===== src/design/hsc_pkg.sv =====
// Constants for the hub strap and status pin configuration block.
// Assumes a single 20 MHz clock and plain-port control from the hub core.
package hsc_pkg;

    localparam int          PORT_COUNT      = 4;    // Downstream power enables
    localparam int          SYNC_STAGES     = 3;    // Pin synchroniser depth
    localparam logic [2:0]  SETTLE_CYCLES   = 3'h4; // Synchroniser and filter latency
    localparam logic [2:0]  SETTLE_INIT     = 3'h0;

    // Bus mode select pin levels
    localparam logic        MODE_SMBUS      = 1'h0;
    localparam logic        MODE_I2C        = 1'h1;

    // Polarity strap levels
    localparam logic        POL_ACTIVE_LOW  = 1'h0;
    localparam logic        POL_ACTIVE_HIGH = 1'h1;

    // Ganged strap levels
    localparam logic        PWR_INDIVIDUAL  = 1'h0;
    localparam logic        PWR_GANGED      = 1'h1;

    // Field positions of the billboard configuration-state field
    localparam int          CFG_BIT0        = 0;
    localparam int          CFG_BIT1        = 1;

    // Reset values
    localparam logic        RST_BIT         = 1'h0;
    localparam logic [1:0]  RST_FIELD       = 2'h0;
    localparam logic [3:0]  RST_PWR         = 4'h0;

    typedef enum {
        HSC_SETTLE,
        HSC_RUN
    } hsc_state_t;

endpackage : hsc_pkg


===== src/design/hsc_pin_sync.sv =====
// Three-stage pin synchroniser with agreement filter.
// Assumes pins are asynchronous to mclk_i; output follows once stages two and three agree.
`timescale 1ns/1ps
`default_nettype none

module hsc_pin_sync #(
    parameter int WIDTH = 1
) (
    input  wire logic             mclk_i,    // System clock
    input  wire logic             rst_n_i,   // Synchronous reset, active low
    input  wire logic             clk_en_i,  // Clock enable
    input  wire logic [WIDTH-1:0] pin_i,     // Asynchronous pin levels
    output logic      [WIDTH-1:0] level_o    // Filtered levels
);

    typedef struct packed {
        logic [WIDTH-1:0] s1;
        logic [WIDTH-1:0] s2;
        logic [WIDTH-1:0] s3;
        logic [WIDTH-1:0] level;
    } hsc_sync_t;

    hsc_sync_t r;
    hsc_sync_t next_r;

    always_comb
    begin
        next_r    = r;
        next_r.s1 = pin_i;
        next_r.s2 = r.s1;
        next_r.s3 = r.s2;
        for (int i = 0; i < WIDTH; i++)
        begin
            if (r.s2[i] == r.s3[i])
            begin
                next_r.level[i] = r.s3[i];
            end
        end
    end

    always_ff @(posedge mclk_i)
    begin
        if (!rst_n_i)
        begin
            r <= '0;
        end
        else if (clk_en_i)
        begin
            r <= next_r;
        end
    end

    assign level_o = r.level;

endmodule : hsc_pin_sync

`default_nettype wire


===== src/design/hsc_strap_config.sv =====
// Strap latch and multi-function pin control for a four-port hub.
// Assumes hub core supplies link status and SMBus register values as plain ports.
`timescale 1ns/1ps
`default_nettype none

module hsc_strap_config #(
    parameter int PORTS = hsc_pkg::PORT_COUNT
) (
    input  wire logic             mclk_i,                          // 20 MHz clock
    input  wire logic             rst_n_i,                         // Sync reset, active low
    input  wire logic             clk_en_i,                        // Freezes state when low
    input  wire logic             power_polarity_strap_i,          // Polarity strap pin
    input  wire logic             bus_mode_select_i,               // 0 SMBus, 1 I2C
    input  wire logic             billboard_enable_pin_i,          // Billboard pin level
    output logic                  billboard_enable_pin_o,          // Billboard pin drive
    output logic                  billboard_enable_pin_oe_o,       // Billboard pin enable
    input  wire logic             config_state_pin0_i,             // Config pin 0 level
    output logic                  config_state_pin0_o,             // Config pin 0 drive
    output logic                  config_state_pin0_oe_o,          // Config pin 0 enable
    input  wire logic             config_state_pin1_i,             // Config pin 1 level
    output logic                  config_state_pin1_o,             // Config pin 1 drive
    output logic                  config_state_pin1_oe_o,          // Config pin 1 enable
    input  wire logic [PORTS-1:0] port_power_request_i,            // Core power requests
    output logic      [PORTS-1:0] port_power_enable_out_o,         // Port power pins
    input  wire logic             status_output_enable_i,          // Status output enable bit
    input  wire logic             upstream_highspeed_link_flag_i,  // Upstream HS linked
    input  wire logic             upstream_superspeed_link_i,      // Upstream SS linked
    input  wire logic             upstream_highspeed_sleep_flag_i, // Upstream HS suspended
    input  wire logic             charge_enabled_any_i,            // Charging on any port
    input  wire logic             reg_billboard_enable_i,          // SMBus billboard bit
    input  wire logic [1:0]       reg_config_state_i,              // SMBus state field
    input  wire logic             ganged_wr_i,                     // Host write strobe
    input  wire logic             ganged_wdata_i,                  // Host write value
    input  wire logic             full_auto_wr_i,                  // Host write strobe
    input  wire logic             full_auto_wdata_i,               // Host write value
    input  wire logic             switch_absent_wr_i,              // Host write strobe
    input  wire logic             switch_absent_wdata_i,           // Host write value
    input  wire logic             auto_disable_wr_i,               // Host write strobe
    input  wire logic             auto_disable_wdata_i,            // Host write value
    output logic                  i2c_mode_o,                      // Current bus mode is I2C
    output logic                  straps_valid_o,                  // Straps latched
    output logic                  power_polarity_o,                // Latched polarity
    output logic                  ganged_power_o,                  // Ganged power control
    output logic                  full_automatic_charge_enable_o,  // Full-auto charge bit
    output logic                  power_switch_absent_o,           // No switches fitted
    output logic                  charge_auto_mode_disable_o,      // Auto-mode disable bit
    output logic                  billboard_present_o,             // Billboard enabled
    output logic [1:0]            billboard_config_state_field_o   // Billboard state field
);

    localparam int NPIN = 5;

    typedef struct packed {
        hsc_pkg::hsc_state_t state;
        logic [2:0]          settle;
        logic                polarity;
        logic                ganged;
        logic                full_auto;
        logic                sw_absent;
        logic                auto_dis;
        logic [PORTS-1:0]    pwr;
        logic                bb_present;
        logic [1:0]          cfg_field;
        logic                bb_drv;
        logic                cfg0_drv;
        logic                cfg1_drv;
        logic                pin_oe;
    } hsc_state_vec_t;

    hsc_state_vec_t r;
    hsc_state_vec_t next_r;

    logic [NPIN-1:0] pin_level;
    logic            pol_s;
    logic            mode_s;
    logic            bb_s;
    logic            cfg0_s;
    logic            cfg1_s;
    logic            smbus;

    // Apply polarity to a set of active-high requests
    function automatic logic [PORTS-1:0] hsc_apply_pol(
        input logic             pol,
        input logic [PORTS-1:0] req
    );
        return (pol == hsc_pkg::POL_ACTIVE_HIGH) ? req : ~req;
    endfunction : hsc_apply_pol

    hsc_pin_sync #(
        .WIDTH   (NPIN)
    ) hsc_pin_sync_inst (
        .mclk_i  (mclk_i),
        .rst_n_i (rst_n_i),
        .clk_en_i(clk_en_i),
        .pin_i   ({config_state_pin1_i, config_state_pin0_i, billboard_enable_pin_i,
                   bus_mode_select_i, power_polarity_strap_i}),
        .level_o (pin_level)
    );

    assign pol_s  = pin_level[0];
    assign mode_s = pin_level[1];
    assign bb_s   = pin_level[2];
    assign cfg0_s = pin_level[3];
    assign cfg1_s = pin_level[4];
    assign smbus  = (mode_s == hsc_pkg::MODE_SMBUS);

    always_comb
    begin
        next_r = r;
        case (r.state)
            hsc_pkg::HSC_SETTLE:
            begin
                // Filtered level lags the pin by four edges after reset
                if (r.settle == hsc_pkg::SETTLE_CYCLES)
                begin
                    next_r.state    = hsc_pkg::HSC_RUN;
                    next_r.polarity = pol_s;
                    if (smbus)
                    begin
                        next_r.ganged = bb_s;
                        if (charge_enabled_any_i)
                        begin
                            next_r.full_auto = cfg0_s;
                        end
                        else
                        begin
                            next_r.sw_absent = cfg0_s;
                        end
                        next_r.auto_dis = cfg1_s;
                    end
                end
                else
                begin
                    next_r.settle = r.settle + 3'h1;
                end
            end
            hsc_pkg::HSC_RUN:
            begin
                // Host overrides of latched settings
                if (ganged_wr_i)
                begin
                    next_r.ganged = ganged_wdata_i;
                end
                if (full_auto_wr_i)
                begin
                    next_r.full_auto = full_auto_wdata_i;
                end
                if (switch_absent_wr_i)
                begin
                    next_r.sw_absent = switch_absent_wdata_i;
                end
                if (auto_disable_wr_i)
                begin
                    next_r.auto_dis = auto_disable_wdata_i;
                end
                next_r.pwr = hsc_apply_pol(r.polarity, port_power_request_i);
                if (smbus)
                begin
                    next_r.bb_present = reg_billboard_enable_i;
                    next_r.cfg_field  = reg_config_state_i;
                    next_r.pin_oe     = status_output_enable_i;
                    next_r.bb_drv     = upstream_highspeed_link_flag_i;
                    next_r.cfg0_drv   = upstream_superspeed_link_i;
                    next_r.cfg1_drv   = upstream_highspeed_sleep_flag_i;
                end
                else
                begin
                    next_r.bb_present = bb_s;
                    next_r.cfg_field[hsc_pkg::CFG_BIT0] = cfg0_s;
                    next_r.cfg_field[hsc_pkg::CFG_BIT1] = cfg1_s;
                    next_r.pin_oe     = hsc_pkg::RST_BIT;
                    next_r.bb_drv     = hsc_pkg::RST_BIT;
                    next_r.cfg0_drv   = hsc_pkg::RST_BIT;
                    next_r.cfg1_drv   = hsc_pkg::RST_BIT;
                end
            end
            default:
            begin
                next_r.state = hsc_pkg::HSC_SETTLE;
            end
        endcase
    end

    always_ff @(posedge mclk_i)
    begin
        if (!rst_n_i)
        begin
            r.state      <= hsc_pkg::HSC_SETTLE;
            r.settle     <= hsc_pkg::SETTLE_INIT;
            r.polarity   <= hsc_pkg::POL_ACTIVE_LOW;
            r.ganged     <= hsc_pkg::PWR_INDIVIDUAL;
            r.full_auto  <= hsc_pkg::RST_BIT;
            r.sw_absent  <= hsc_pkg::RST_BIT;
            r.auto_dis   <= hsc_pkg::RST_BIT;
            r.pwr        <= hsc_pkg::RST_PWR;
            r.bb_present <= hsc_pkg::RST_BIT;
            r.cfg_field  <= hsc_pkg::RST_FIELD;
            r.bb_drv     <= hsc_pkg::RST_BIT;
            r.cfg0_drv   <= hsc_pkg::RST_BIT;
            r.cfg1_drv   <= hsc_pkg::RST_BIT;
            r.pin_oe     <= hsc_pkg::RST_BIT;
        end
        else if (clk_en_i)
        begin
            r <= next_r;
        end
    end

    assign billboard_enable_pin_o         = r.bb_drv;
    assign billboard_enable_pin_oe_o      = r.pin_oe;
    assign config_state_pin0_o            = r.cfg0_drv;
    assign config_state_pin0_oe_o         = r.pin_oe;
    assign config_state_pin1_o            = r.cfg1_drv;
    assign config_state_pin1_oe_o         = r.pin_oe;
    assign port_power_enable_out_o        = r.pwr;
    assign i2c_mode_o                     = ~smbus;
    assign straps_valid_o                 = (r.state == hsc_pkg::HSC_RUN);
    assign power_polarity_o               = r.polarity;
    assign ganged_power_o                 = r.ganged;
    assign full_automatic_charge_enable_o = r.full_auto;
    assign power_switch_absent_o          = r.sw_absent;
    assign charge_auto_mode_disable_o     = r.auto_dis;
    assign billboard_present_o            = r.bb_present;
    assign billboard_config_state_field_o = r.cfg_field;

endmodule : hsc_strap_config

`default_nettype wire


===== config.mk =====
export PLATFORM = sky130hd
export DESIGN_NAME = hsc_strap_config
export DESIGN_NICKNAME = d
export VERILOG_FILES = /design/src/design/hsc_pkg.sv /design/src/design/hsc_pin_sync.sv /design/src/design/hsc_strap_config.sv
export SDC_FILE = /design/constraint.sdc
export NUM_CORES = 1
export LEC_CHECK = 0
export ABC_AREA = 0
export BUFFER_PORTS_ARGS = -buffer_cell sky130_fd_sc_hd__buf_2
export CORE_ASPECT_RATIO = 0.6
export CORE_MARGIN = 2
export CORE_UTILIZATION = 41
export DETAILED_ROUTE_END_ITERATION = 8
export GPL_TIMING_DRIVEN = 1
export PLACE_DENSITY_LB_ADDON = 0.3
export SKIP_CTS_REPAIR_TIMING = 1
export SLEW_MARGIN = 40
export SYNTH_ARGS = -nofsm -noshare
export SYNTH_HDL_FRONTEND = slang
export SYNTH_SLANG_ARGS = --single-unit

===== constraint.sdc =====
create_clock -name mclk_i -period 1.4 [get_ports mclk_i]
set_input_delay 0.14 -clock mclk_i [delete_from_list [all_inputs] [get_ports mclk_i]]
set_output_delay 0.14 -clock mclk_i [all_outputs]
set_load 0.01 [all_outputs]

* Yosys cells after proc, flatten, opt, wreduce, memory -nomap -nowiden
Cells that the tools add are included. Widths: inputs -> output; s select.
Storage, ports and cells: register bits 71, bits of input ports 28, output and inout bits 20, word-level logic and storage cells 70
Cells by class: add/sub/neg operators 1, equal/unequal tests 16, mux-type cells 13, bitwise gates (word level) 3, reductions and logical operators 15
Operator list (count):
- $pmux 32 s2 | 1
- $eq 32x1->1 const B | 1
- $eq 32x2->1 const B | 1
- $logic_not 32->1 | 1
- $mux 32 | 1
- $ne 2x2->1 const B | 8
- $mux 4 | 3
- $reduce_and 2->1 | 6
- $reduce_and 6->1 | 2
- $reduce_and 5->1 | 2
- $reduce_and 3->1 | 3
- $pmux 4 s2 | 1
- $mux 7 | 1
- $mux 1 | 6
- $eq 1x1->1 | 5
- $not 4->4 | 1
- $add 3x1->3 const B | 1
- $eq 3x3->1 const B | 1
- $not 1->1 | 2
- $reduce_bool 2->1 | 1

* Logic depth before layout (Yosys ltp)
Gate-level depths: netlist of the first run.
depth after elaboration 4, depth in mapped cells 5, mapped depth without buffers 5

* By module
Synthesis of the first run repeated with hierarchy kept, for this count alone.
Unflattened totals: cells, all modules 210, area, all modules 1943.1 um^2
By module, submodules not included:
- hsc_strap_config | times used 1, cells an instance 124, area an instance 1073.5 um^2, sequential area each 400.4 um^2
- hsc_pin_sync | times used 1, cells an instance 86, area an instance 869.6 um^2, sequential area each 400.4 um^2

* Least setup slack after synthesis of the first run
Ideal clock, no wire load.
path kind register to register, from register r[16] in the netlist's numbering, to register r (netlist bit charge_auto_mode_disable_o), library setup time 0.072 ns, arrival 1.164 ns, data required time 1.328 ns, slack 0.164 ns, cell stages (with the launch flop) 6, path buffers 0, period minus slack after synthesis 1.236 ns, path through dfxtp_1 > inv_1 > ha_1 > and4bb_1 > o21ai_0 > mux2i_1
On the way: word-level cells in the longest chain between the ends 3
RTL lines:
- start: declaration | RTL line hsc_strap_config.sv:70 | hsc_state_vec_t r;
- start signal: assignment | RTL line hsc_strap_config.sv:205 | r <= next_r;
- $eq 3x3->1 | RTL line hsc_strap_config.sv:114 | if (r.settle == hsc_pkg::SETTLE_CYCLES)
- $ne 2x2->1 (no line)
- $reduce_and 5->1 (no line)
Every way passes these cells. A chain may end at the register's enable or synchronous reset.

* Worst setup path after layout of the first run
from register r[16] in the netlist's numbering, to register r (netlist bit ganged_power_o)
The elaborated chain is that of the path after synthesis.

==> impl_metrics.csv, run 1 <==
group,metric,value,unit
route,drt_iter0_markers,69,
pwr,leakage,0.000948,uW
die,core,4170,um2
synth,syn_avg_cell_area,8.99,um2
cts,cts_buffers,5,
placed_design,place.gp.congestion,0.849,
route,via_per_inst,4.77,
route,route.vias.total,1440,
cts,cts_tree,"built",
sta,skew,0.00489,ns
global_route,overflow,0,
final_layout,n_antenna_cell,0,
synth,netlist_area,1810,um2
sta,final.setup.tns,0,ns
synth,syn_nets,231,
route,ant_nets,0,
placed_design,portBuffers,47,
pwr,ir_drop,555,uV
worst_setup_path,critPathMaxStageDelay,0.35,ns
cts,clk_latency,0.29,ns
synth,ys_seq_elements,40,
sta,setup_violations,0,
global_route,grt_max_degree,37,
final_layout,multi_input_area,848,um2
global_route,grt_pass1_vias,1283,
sta,fin_crit_sh,92.7,%
sta,hold_viol,0,
cts,clkTransAtPathRegs,0.08,ns
synth,yosys_warnings,0,
route,drc_errors,0,
final_layout,nets,271,
global_route,groute.usage.overall,15.1,%
die,die-area,4970,um2
worst_setup_path,crit_arrival,1.52,ns
die,die_y,55.4,um
final_layout,layout_commonest_cell,"buf_2",
pwr,power_density,1100,nW/um2
final_layout,syn_to_final_growth,19.0,%
worst_setup_path,path_buf_inv,1,
synth,ys_seq_area_share,44.3,%
placed_design,dp_hpwl,2740,um
global_route,grt_pass1_wl,6120,um
die,initial_core_util,43.4,%
synth,synth.distinct_cells,30,
worst_setup_path,cp_max_fo,5,
worst_setup_path,critical_path_class,"register to register",
cts,clockRootBuffer,"clkbuf_8",
sta,slew-limit-headroom,75.0,%
final_layout,final_cell_mix,"47 x buf_2, 39 x dfxtp_1, 22 x nand2_1",
route,wirelength,3680,um
global_route,globalRouteMet1Util,21.1,%
cts,htreeDepth,2,
worst_setup_path,slowest_stage,"dfxtp_2",
final_layout,regArea,802,um2
worst_setup_path,cp-start-kind,"register",
sta,holdWs,0.0820,ns
die,row_count,18,
flow_run,timing.max_cap.violations,0,
hold_path,hp-class,"input pin to register",
synth,syn_inst,201,
final_layout,fillers,413,
route,dr.pass1.iters,4,
sta,fmax,771,MHz
sta,min_period,1.30,ns
route,wl_per_cell,12.2,um
die,pin_count,48,
run_status,status,"finished, final reports clean",
die,dieWidth,89.7,um
sta,worst_pin_slew,0.375,ns
final_layout,drive_above_1_share,27.7,%
global_route,grt.busiest_layer,"met2",
sta,slew_violations,0,
worst_setup_path,endpoint_kind,"register",
worst_setup_path,critical_path_required,1.62,ns
worst_setup_path,cp_cell_sequence,"inv_1, ha_1, and4bb_1, o21ai_1, mux2i_1",
global_route,grtUsageMet2,22.8,%
global_route,antenna_found_initial,0,
global_route,grt_use_met3,5.05,%
cts,cts_sinks,40,
sta,rsz0062_at_grt,"false",
final_layout,finish.utilization,51.6,%
cts,ctsLongestPathBuffers,2,
worst_setup_path,path_delay_family,"flip-flops",
==> layer usage <==
| layer | vias to the layer above | routed length [um] |
|---|---|---|
| met5 | - | 0 |
| li1 | 753 | - |
| met3 | 2 | 179 |
| met1 | 654 | 1940 |
| met4 | 0 | 19 |
| met2 | 31 | 1550 |
==> state kept, by name, summed over array words and instances (netlist names) <==
| name | count |
|---|---|
| full_automatic_charge_enable_o | 1 |
| billboard_enable_pin_oe_o | 1 |
| ganged_power_o | 1 |
| billboard_config_state_field_o | 2 |
| hsc_pin_sync_inst.level_o | 5 |
| charge_auto_mode_disable_o | 1 |
| config_state_pin1_o | 1 |
| power_switch_absent_o | 1 |
| r | 4 |
| hsc_pin_sync_inst.r | 5 |
| power_polarity_o | 1 |
| billboard_present_o | 1 |
| config_state_pin0_o | 1 |
| hsc_pin_sync_inst.next_r | 10 |
| port_power_enable_out_o | 4 |
| billboard_enable_pin_o | 1 |
==> cells in the mapped netlist, drive strengths merged <==
| library cell | instances | share of area, % |
|---|---|---|
| clkinv | 1 | 0.21 |
| buf | 19 | 7.5 |
| dfxtp | 40 | 44 |
| xnor2 | 4 | 1.9 |
| nor2b | 1 | 0.35 |
| nand3b | 4 | 1.7 |
| a21o | 2 | 0.83 |
| nand3 | 3 | 0.83 |
| o211ai | 3 | 1.2 |
| a21oi | 21 | 5.8 |
| nand2b | 5 | 2.1 |
| and4bb | 1 | 0.69 |
| nor2 | 19 | 3.9 |
| o2111ai | 1 | 0.48 |
| clkbuf | 1 | 0.21 |
| mux2i | 19 | 11 |
| nand2 | 22 | 4.6 |
| o31ai | 1 | 0.42 |
| and3b | 1 | 0.48 |
| ha | 2 | 1.4 |
| inv | 4 | 0.83 |
| and2 | 7 | 2.6 |
| or3 | 1 | 0.35 |
| mux2 | 3 | 1.9 |
| a211oi | 3 | 1.2 |
| o21ai | 13 | 3.6 |
==> power breakdown <==
| part | internal, uW | switching (uW) |
|---|---|---|
| combinational | 73.5 | 80.2 |
| clock | 629 | 405 |
| sequential | 1160 | 13.9 |
| total | 1860 | 499 |
==> kinds of logic (layout without fill, tap and decap cells) <==
logic type | count (synthesis) | after routing | synth area share [%]
compound gates | 44 | 44 | 13.6
xor+xnor | 4 | 4 | 1.94
fa+ha+maj | 2 | 2 | 1.38
buf+inv | 25 | 66 | 8.73
flops | 40 | 40 | 44.3
mux | 22 | 22 | 12.4
simple gates | 64 | 64 | 17.6
==> metrics by stage <==
stage | cell area, um2 | power, uW | instances | setup slack [ns]
floorplan | 1810 | 1290 | 201 | 0.164
global placement | 2020 | 1350 | 294 | 0.102
detailed placement | 2020 | 1360 | 294 | 0.0179
CTS | 2150 | 2390 | 302 | -0.00428
global route | 2150 | 2460 | 302 | 0.0154
finish | 2150 | 2360 | 302 | 0.103
==> worst register-to-register path: cells and delay by family, from the launching register on <==
family / cells / cell delay, ns
flip-flops: 1 / 0.35
multiplexers: 1 / 0.19
AND/OR/NAND/NOR: 1 / 0.22
buffers and inverters: 1 / 0.06
adder cells (fa/ha/maj): 1 / 0.23
AO/OA/AOI/OAI: 1 / 0.18
==> layout make-up <==
type                    instances  area share (%)
clock buffers                   7            4.48
clock inverters                 1            1.40
inverters                       5           0.873
multi-input cells             136            39.4
flip-flops and latches         40            37.3
well taps                      60            3.49
repair buffers                 53            13.0
==> path summary, 6_finish.rpt <==
path	from	endpoint	slack, ns	cells past startpoint
min	config_state_pin1_i	hsc_pin_sync_inst.next_r[14]$_SDFFE_PN0P_	0.08	3
min reg2reg	port_power_enable_out_o[2]$_SDFFE_PN0P_	port_power_enable_out_o[2]$_SDFFE_PN0P_	0.45	2
max reg2reg	r[16]$_SDFFE_PN0P_	ganged_power_o$_SDFFE_PN0P_	0.10	5
max	r[16]$_SDFFE_PN0P_	ganged_power_o$_SDFFE_PN0P_	0.10	5
(Power assumes the default switching activity.)
==> run 2, diff against run 1 <==
--- a/config.mk
+++ b/config.mk
@@ -5,7 +5,7 @@
 export SDC_FILE = /design/constraint.sdc
 export NUM_CORES = 1
 export LEC_CHECK = 0
-export ABC_AREA = 0
+export ABC_AREA = 1
 export BUFFER_PORTS_ARGS = -buffer_cell sky130_fd_sc_hd__buf_2
 export CORE_ASPECT_RATIO = 0.6
 export CORE_MARGIN = 2
==> impl_metrics.csv, run 2 <==
group,metric,value,unit
final_layout,largest_reg_flops,10,
route,drc_errors,0,
placed_design,place.gp.congestion,0.814,
sta,skew,0.00446,ns
final_layout,stdcell_count,328,
sta,setup_violations,0,
die,initial_core_util,42.2,%
run_status,status,"finished, final reports clean",
route,wirelength,3540,um
die,dieWidth,87.6,um
route,wl_per_cell,10.8,um
cts,clockRootBuffer,"clkbuf_8",
final_layout,fillers,445,
final_layout,n_antenna_cell,0,
worst_setup_path,cp-start-kind,"register",
worst_setup_path,critical_path_class,"register to register",
final_layout,nets,297,
synth,synth-main-ff-cell,"dfxtp_1",
die,row_count,18,
synth,netlist_area,1720,um2
cts,cts_buffers,5,
synth,synth_fa_ha_area_share,1.46,%
pwr,power_density,1080,nW/um2
die,die_y,54.2,um
cts,cts_sinks,40,
synth,yosysMostFrequentCell,"dfxtp_1",
global_route,grt_pass1_vias,1215,
pwr,p_total,2200,uW
route,via_per_inst,4.69,
worst_setup_path,path_buf_inv,2,
global_route,grt_pass1_wl,5550,um
synth,ys_seq_elements,40,
placed_design,dp_cells,320,
synth,synth_top_area_cell,"dfxtp_1",
sta,slew_violations,0,
route,route.vias.total,1539,
global_route,grt.busiest_layer,"met1",
synth,synth.distinct_cells,26,
worst_setup_path,cp_cell_sequence,"nand2_2, inv_2, nand3_1, o211ai_1, inv_1",
global_route,groute.usage.overall,15.9,%
cts,ctsLongestPathBuffers,2,
sta,final.setup.tns,0,ns
synth,synth_top_area_share,46.6,%
global_route,overflow,0,
synth,syn_inst,227,
cts,clkTransAtPathRegs,0.08,ns
worst_setup_path,crit_arrival,1.48,ns
synth,synth_top_family_by_area,"compound AO/OA/AOI/OAI gates",
sta,rsz0062_at_grt,"false",
synth,ys_seq_area_share,46.6,%
sta,fmax,773,MHz
route,ant_nets,0,
flow_run,timing.max_cap.violations,0,
cts,clk_latency,0.30,ns
synth,synthMuxAreaShare,0,%
final_layout,syn_to_final_growth,19.0,%
cts,htreeDepth,2,
final_layout,drive_above_1_share,25.0,%
global_route,grt_use_met3,7.36,%
synth,syn_nets,257,
final_layout,finish.utilization,50.2,%
placed_design,dp_hpwl,2520,um
sta,hold_viol,0,
synth,async_reset_ff_share,0,%
worst_setup_path,critical_path_required,1.59,ns
synth,synth_common_cells,"40 x dfxtp_1, 32 x nand2_1, 31 x o21ai_0",
sta,slew-limit-headroom,70.5,%
global_route,grtUsageMet2,21.3,%
global_route,antenna_found_initial,0,
global_route,globalRouteMet1Util,22.0,%
synth,synth-xor-area-share,2.55,%
worst_setup_path,cp_max_fo,18,
synth,synth-compound-area-share,19.3,%
synth,synth_area_leaders,"dfxtp_1 47%, o21ai_0 9.0%, a21oi_1 7.6%, nand2_1 7.0%, nor2_1 5.9%",
die,die-area,4740,um2
final_layout,layout_commonest_cell,"buf_2",
worst_setup_path,endpoint_kind,"register",
die,pin_count,48,
worst_setup_path,path_delay_family,"flip-flops",
pwr,ir_drop,576,uV
sta,worst_pin_slew,0.442,ns
synth,synth-simple-area-share,19.1,%
synth,syn_avg_cell_area,7.57,um2
global_route,grt_max_degree,31,
route,dr.pass1.iters,4,
worst_setup_path,slowest_stage,"dfxtp_1",
worst_setup_path,critPathMaxStageDelay,0.50,ns
hold_path,hp-class,"input pin to register",
route,drt_iter0_markers,57,
sta,fin_crit_sh,92.3,%
final_layout,final_cell_mix,"47 x buf_2, 40 x dfxtp_1, 32 x nand2_1",
die,core,4080,um2
placed_design,portBuffers,47,
cts,cts_tree,"built",
synth,synth_enable_flop_cells,0,
sta,min_period,1.29,ns
synth,yosys_warnings,0,
pwr,leakage,0.000955,uW
run 2: changes by cell type in the layout (fill, tap and decap cells not counted), moves of 6 or more:
cell and delta:
inv_1 +12, mux2i_1 -19, nand3_1 +8, nand2_1 +10
nor2_1 +8, and2_1 -6, o21ai_0 +20
run 2: final timing paths:
path                                                          to                                start  cells past startpoint  slack [ns]
setup / recovery  billboard_config_state_field_o[1]$_SDFFE_PN0P_                   r[19]$_SDFFE_PN0P_                      5        0.11
hold / removal         hsc_pin_sync_inst.next_r[10]$_SDFFE_PN0P_               power_polarity_strap_i                      3        0.07
setup reg to reg  billboard_config_state_field_o[1]$_SDFFE_PN0P_                   r[19]$_SDFFE_PN0P_                      5        0.11
hold reg to reg        hsc_pin_sync_inst.level_o[1]$_SDFFE_PN0P_  hsc_pin_sync_inst.r[6]$_SDFFE_PN0P_                      2        0.46
run 2: worst register-to-register path: cells and delay by family (launching register included):
| kind | cells | cell delay [ns] |
|---|---|---|
| DFF | 1 | 0.50 |
| buffers and inverters | 2 | 0.31 |
| and+or+nand+nor | 2 | 0.29 |
| AOI/OAI and AO/OA | 1 | 0.10 |
run 2: cell families (layout without fill, tap and decap cells):
group,count (synthesis),in the layout
and+or+nand+nor,78,78
adders and majority gates,2,2
buffers and inverters,38,79
AOI/OAI and AO/OA,64,64
DFF,40,40
xor gates and xnor gates,5,5
run 2: layout make-up:
class	count	area, um2	area share (%)
clock buffer	6	82.6	4.04
tap	60	75.1	3.67
multi-input combinational	149	728	35.6
clock inverter	2	15.0	0.734
sequential	40	801	39.1
timing repair buffer	52	273	13.3
inverter	19	71.3	3.49
run 2: metal layers:
layer  vias to the layer above  part of all wire, %
li1                        818                    -
met1                       685                   53
met2                        32                   40
met3                         4                  5.8
met4                         0                  1.0
met5                         -                    0
run 2: metrics by stage:
| step | hold WS (ns) | setup slack [ns] | area [um2] |
|---|---|---|---|
| 2_1_floorplan | 0.275 | 0.230 | 1720 |
| 3_3_place_gp | 0.368 | 0.147 | 1950 |
| 3_5_place_dp | 0.371 | 0.135 | 1950 |
| 4_1_cts | 0.0576 | 0.121 | 2050 |
| 5_1_grt | 0.0596 | 0.0101 | 2050 |
| 6_report | 0.0650 | 0.107 | 2050 |
run 2: where the power goes:
part	internal (uW)	switching, uW	leakage (uW)	total [uW]
clock	399	416	0.0000434	814
combinational	81.0	105	0.000586	186
sequential	1180	22.6	0.000326	1200
total	1660	543	0.000955	2200
==> run 3, diff against run 2 <==
--- a/config.mk
+++ b/config.mk
@@ -10,9 +10,10 @@
 export CORE_ASPECT_RATIO = 0.6
 export CORE_MARGIN = 2
 export CORE_UTILIZATION = 41
+export CTS_CLUSTER_DIAMETER = 120
 export DETAILED_ROUTE_END_ITERATION = 8
 export GPL_TIMING_DRIVEN = 1
-export PLACE_DENSITY_LB_ADDON = 0.3
+export PLACE_DENSITY = 0.67
 export SKIP_CTS_REPAIR_TIMING = 1
 export SLEW_MARGIN = 40
 export SYNTH_ARGS = -nofsm -noshare
==> impl_metrics.csv, run 3 (same netlist as run 2, synthesis figures left out) <==
group,metric,value,unit
worst_setup_path,critPathMaxStageDelay,0.37,ns
sta,setup_violations,0,
global_route,grt_pass1_vias,1239,
run_status,status,"finished, final reports clean",
placed_design,portBuffers,47,
pwr,power_frac_seq,57.3,%
worst_setup_path,path_delay_family,"simple AND/OR/NAND/NOR gates",
worst_setup_path,reg2reg_to,"r[18]$_SDFFE_PN0P_",
die,core,4080,um2
worst_setup_path,reg2reg_depth,6,
cts,cts_tree,"built",
route,drc_errors,0,
cts,cts_buffers,5,
sta,final.setup.tns,0,ns
route,dr.pass1.iters,4,
worst_setup_path,critical_path_class,"register to register",
sta,min_period,1.22,ns
die,row_count,18,
global_route,grt_pass1_wl,5650,um
final_layout,drive_above_1_share,24.9,%
cts,clockRootBuffer,"clkbuf_8",
sta,hold_viol,0,
sta,slew_violations,0,
hold_path,hp-class,"input pin to register",
final_layout,design_area,2020,um2
final_layout,n_antenna_cell,0,
final_layout,finish.utilization,49.5,%
route,via_per_inst,4.57,
final_layout,nets,295,
route,ant_nets,0,
final_layout,layout_commonest_cell,"buf_2",
worst_setup_path,crit_arrival,1.39,ns
worst_setup_path,reg2reg_slack,0.18,ns
worst_setup_path,path_buf_inv,1,
worst_setup_path,cp_cell_sequence,"inv_1, ha_1, nand2_1, nand3_2, nor3_1, nor3_1",
worst_setup_path,cp_max_fo,4,
die,die_y,54.2,um
worst_setup_path,cpMostUsedCell,"nor3_1",
die,dieWidth,87.6,um
pwr,power_density,1040,nW/um2
route,wirelength,3510,um
sta,fin_crit_sh,87.2,%
cts,clk_latency,0.29,ns
pwr,leakage,0.000944,uW
pwr,power_frac_clock,34.0,%
global_route,grt_max_degree,31,
hold_path,hold_path_startpoint,"billboard_enable_pin_i",
placed_design,dpl_cell_area,1930,um2
cts,cts_sinks,40,
die,die-area,4740,um2
placed_design,place.gp.congestion,0.823,
cts,clkTransAtPathRegs,0.07,ns
route,drt_iter0_markers,45,
global_route,groute.usage.overall,16.1,%
pwr,ir_drop,677,uV
worst_setup_path,cp-start-kind,"register",
final_layout,final_cell_mix,"47 x buf_2, 39 x dfxtp_1, 32 x nand2_1",
die,pin_count,48,
pwr,p_sw_share,24.0,%
flow_run,timing.max_cap.violations,0,
cts,htreeDepth,2,
placed_design,dp_hpwl,2460,um
pwr,p_sw,502,uW
pwr,intPower,1590,uW
sta,skew,0.00400,ns
worst_setup_path,slowest_stage,"dfxtp_1",
sta,slew-limit-headroom,77.5,%
route,route.vias.total,1486,
sta,worst_pin_slew,0.338,ns
final_layout,fillers,424,
sta,rsz0062_at_grt,"false",
hold_path,min_path_cells,3,
pwr,comb_power_share,8.7,%
global_route,antenna_found_initial,0,
worst_setup_path,r2r_start,"r[16]$_SDFFE_PN0P_",
die,initial_core_util,42.2,%
sta,fmax,819,MHz
route,wl_per_cell,10.8,um
worst_setup_path,critical_path_required,1.57,ns
final_layout,largest_reg_flops,10,
global_route,overflow,0,
hold_path,whs_endpoint,"hsc_pin_sync_inst.next_r[12]$_SDFFE_PN0P_",
worst_setup_path,endpoint_kind,"register",
sta,holdWs,0.0707,ns
cts,ctsLongestPathBuffers,2,
final_layout,syn_to_final_growth,17.5,%
## run 3: changes by cell type in the layout (fill, tap and decap cells not counted), sizes merged
cell	previous run	this run
buf	52	50
clkbuf	6	5
clkinv	1	2
clkinvlp	2	1
## run 3: worst min-delay path, cell delays in order
cell    delay (ns)
buf_2         0.08
nor2_1        0.03
nor2_1        0.08
## run 3: how the worst max path moves through the flow
stage | to | from | slack [ns] | depth (start not counted)
global placement | billboard_present_o$_SDFFE_PN0P_ | r[19]$_SDFFE_PN0P_ | 0.16 | 5
global route | r[18]$_SDFFE_PN0P_ | r[16]$_SDFFE_PN0P_ | 0.03 | 6
CTS | billboard_present_o$_SDFFE_PN0P_ | r[19]$_SDFFE_PN0P_ | 0.12 | 5
floorplan | power_switch_absent_o$_SDFFE_PN0P_ | r[19]$_SDFFE_PN0P_ | 0.23 | 8
detailed placement | billboard_present_o$_SDFFE_PN0P_ | r[19]$_SDFFE_PN0P_ | 0.14 | 5
finish | r[18]$_SDFFE_PN0P_ | r[16]$_SDFFE_PN0P_ | 0.18 | 6
## run 3: cell type report
class	count	area (um2)	area share (%)
clock buffer	5	68.8	3.41
multi-input combinational	149	732	36.2
inverter	19	71.3	3.53
clock inverter	2	12.5	0.620
tap	60	75.1	3.72
sequential	40	802	39.7
timing repair buffer	50	258	12.8
## run 3: power by group through the flow
stage	sequential, uW	clock (uW)	combinational, uW
after floorplan	1220	0	117
after global placement	1230	0	181
after detailed placement	1230	0	183
after CTS	1200	739	184
after global routing	1210	786	213
final	1200	712	183
## run 3: metal layers
layer	track usage (%)	share of wire (%)
met4	6.92	1.0
met2	22.6	38
met3	5.21	6.3
met1	22.4	55
met5	0	0
## run 3: per-stage QoR
| step | setup slack, ns | total power [uW] | instances |
|---|---|---|---|
| 3_5_place_dp | 0.140 | 1410 | 318 |
| 3_3_place_gp | 0.161 | 1410 | 318 |
| 4_1_cts | 0.117 | 2120 | 325 |
| 6_report | 0.179 | 2100 | 325 |
| 2_1_floorplan | 0.230 | 1340 | 227 |
| 5_1_grt | 0.0293 | 2200 | 325 |
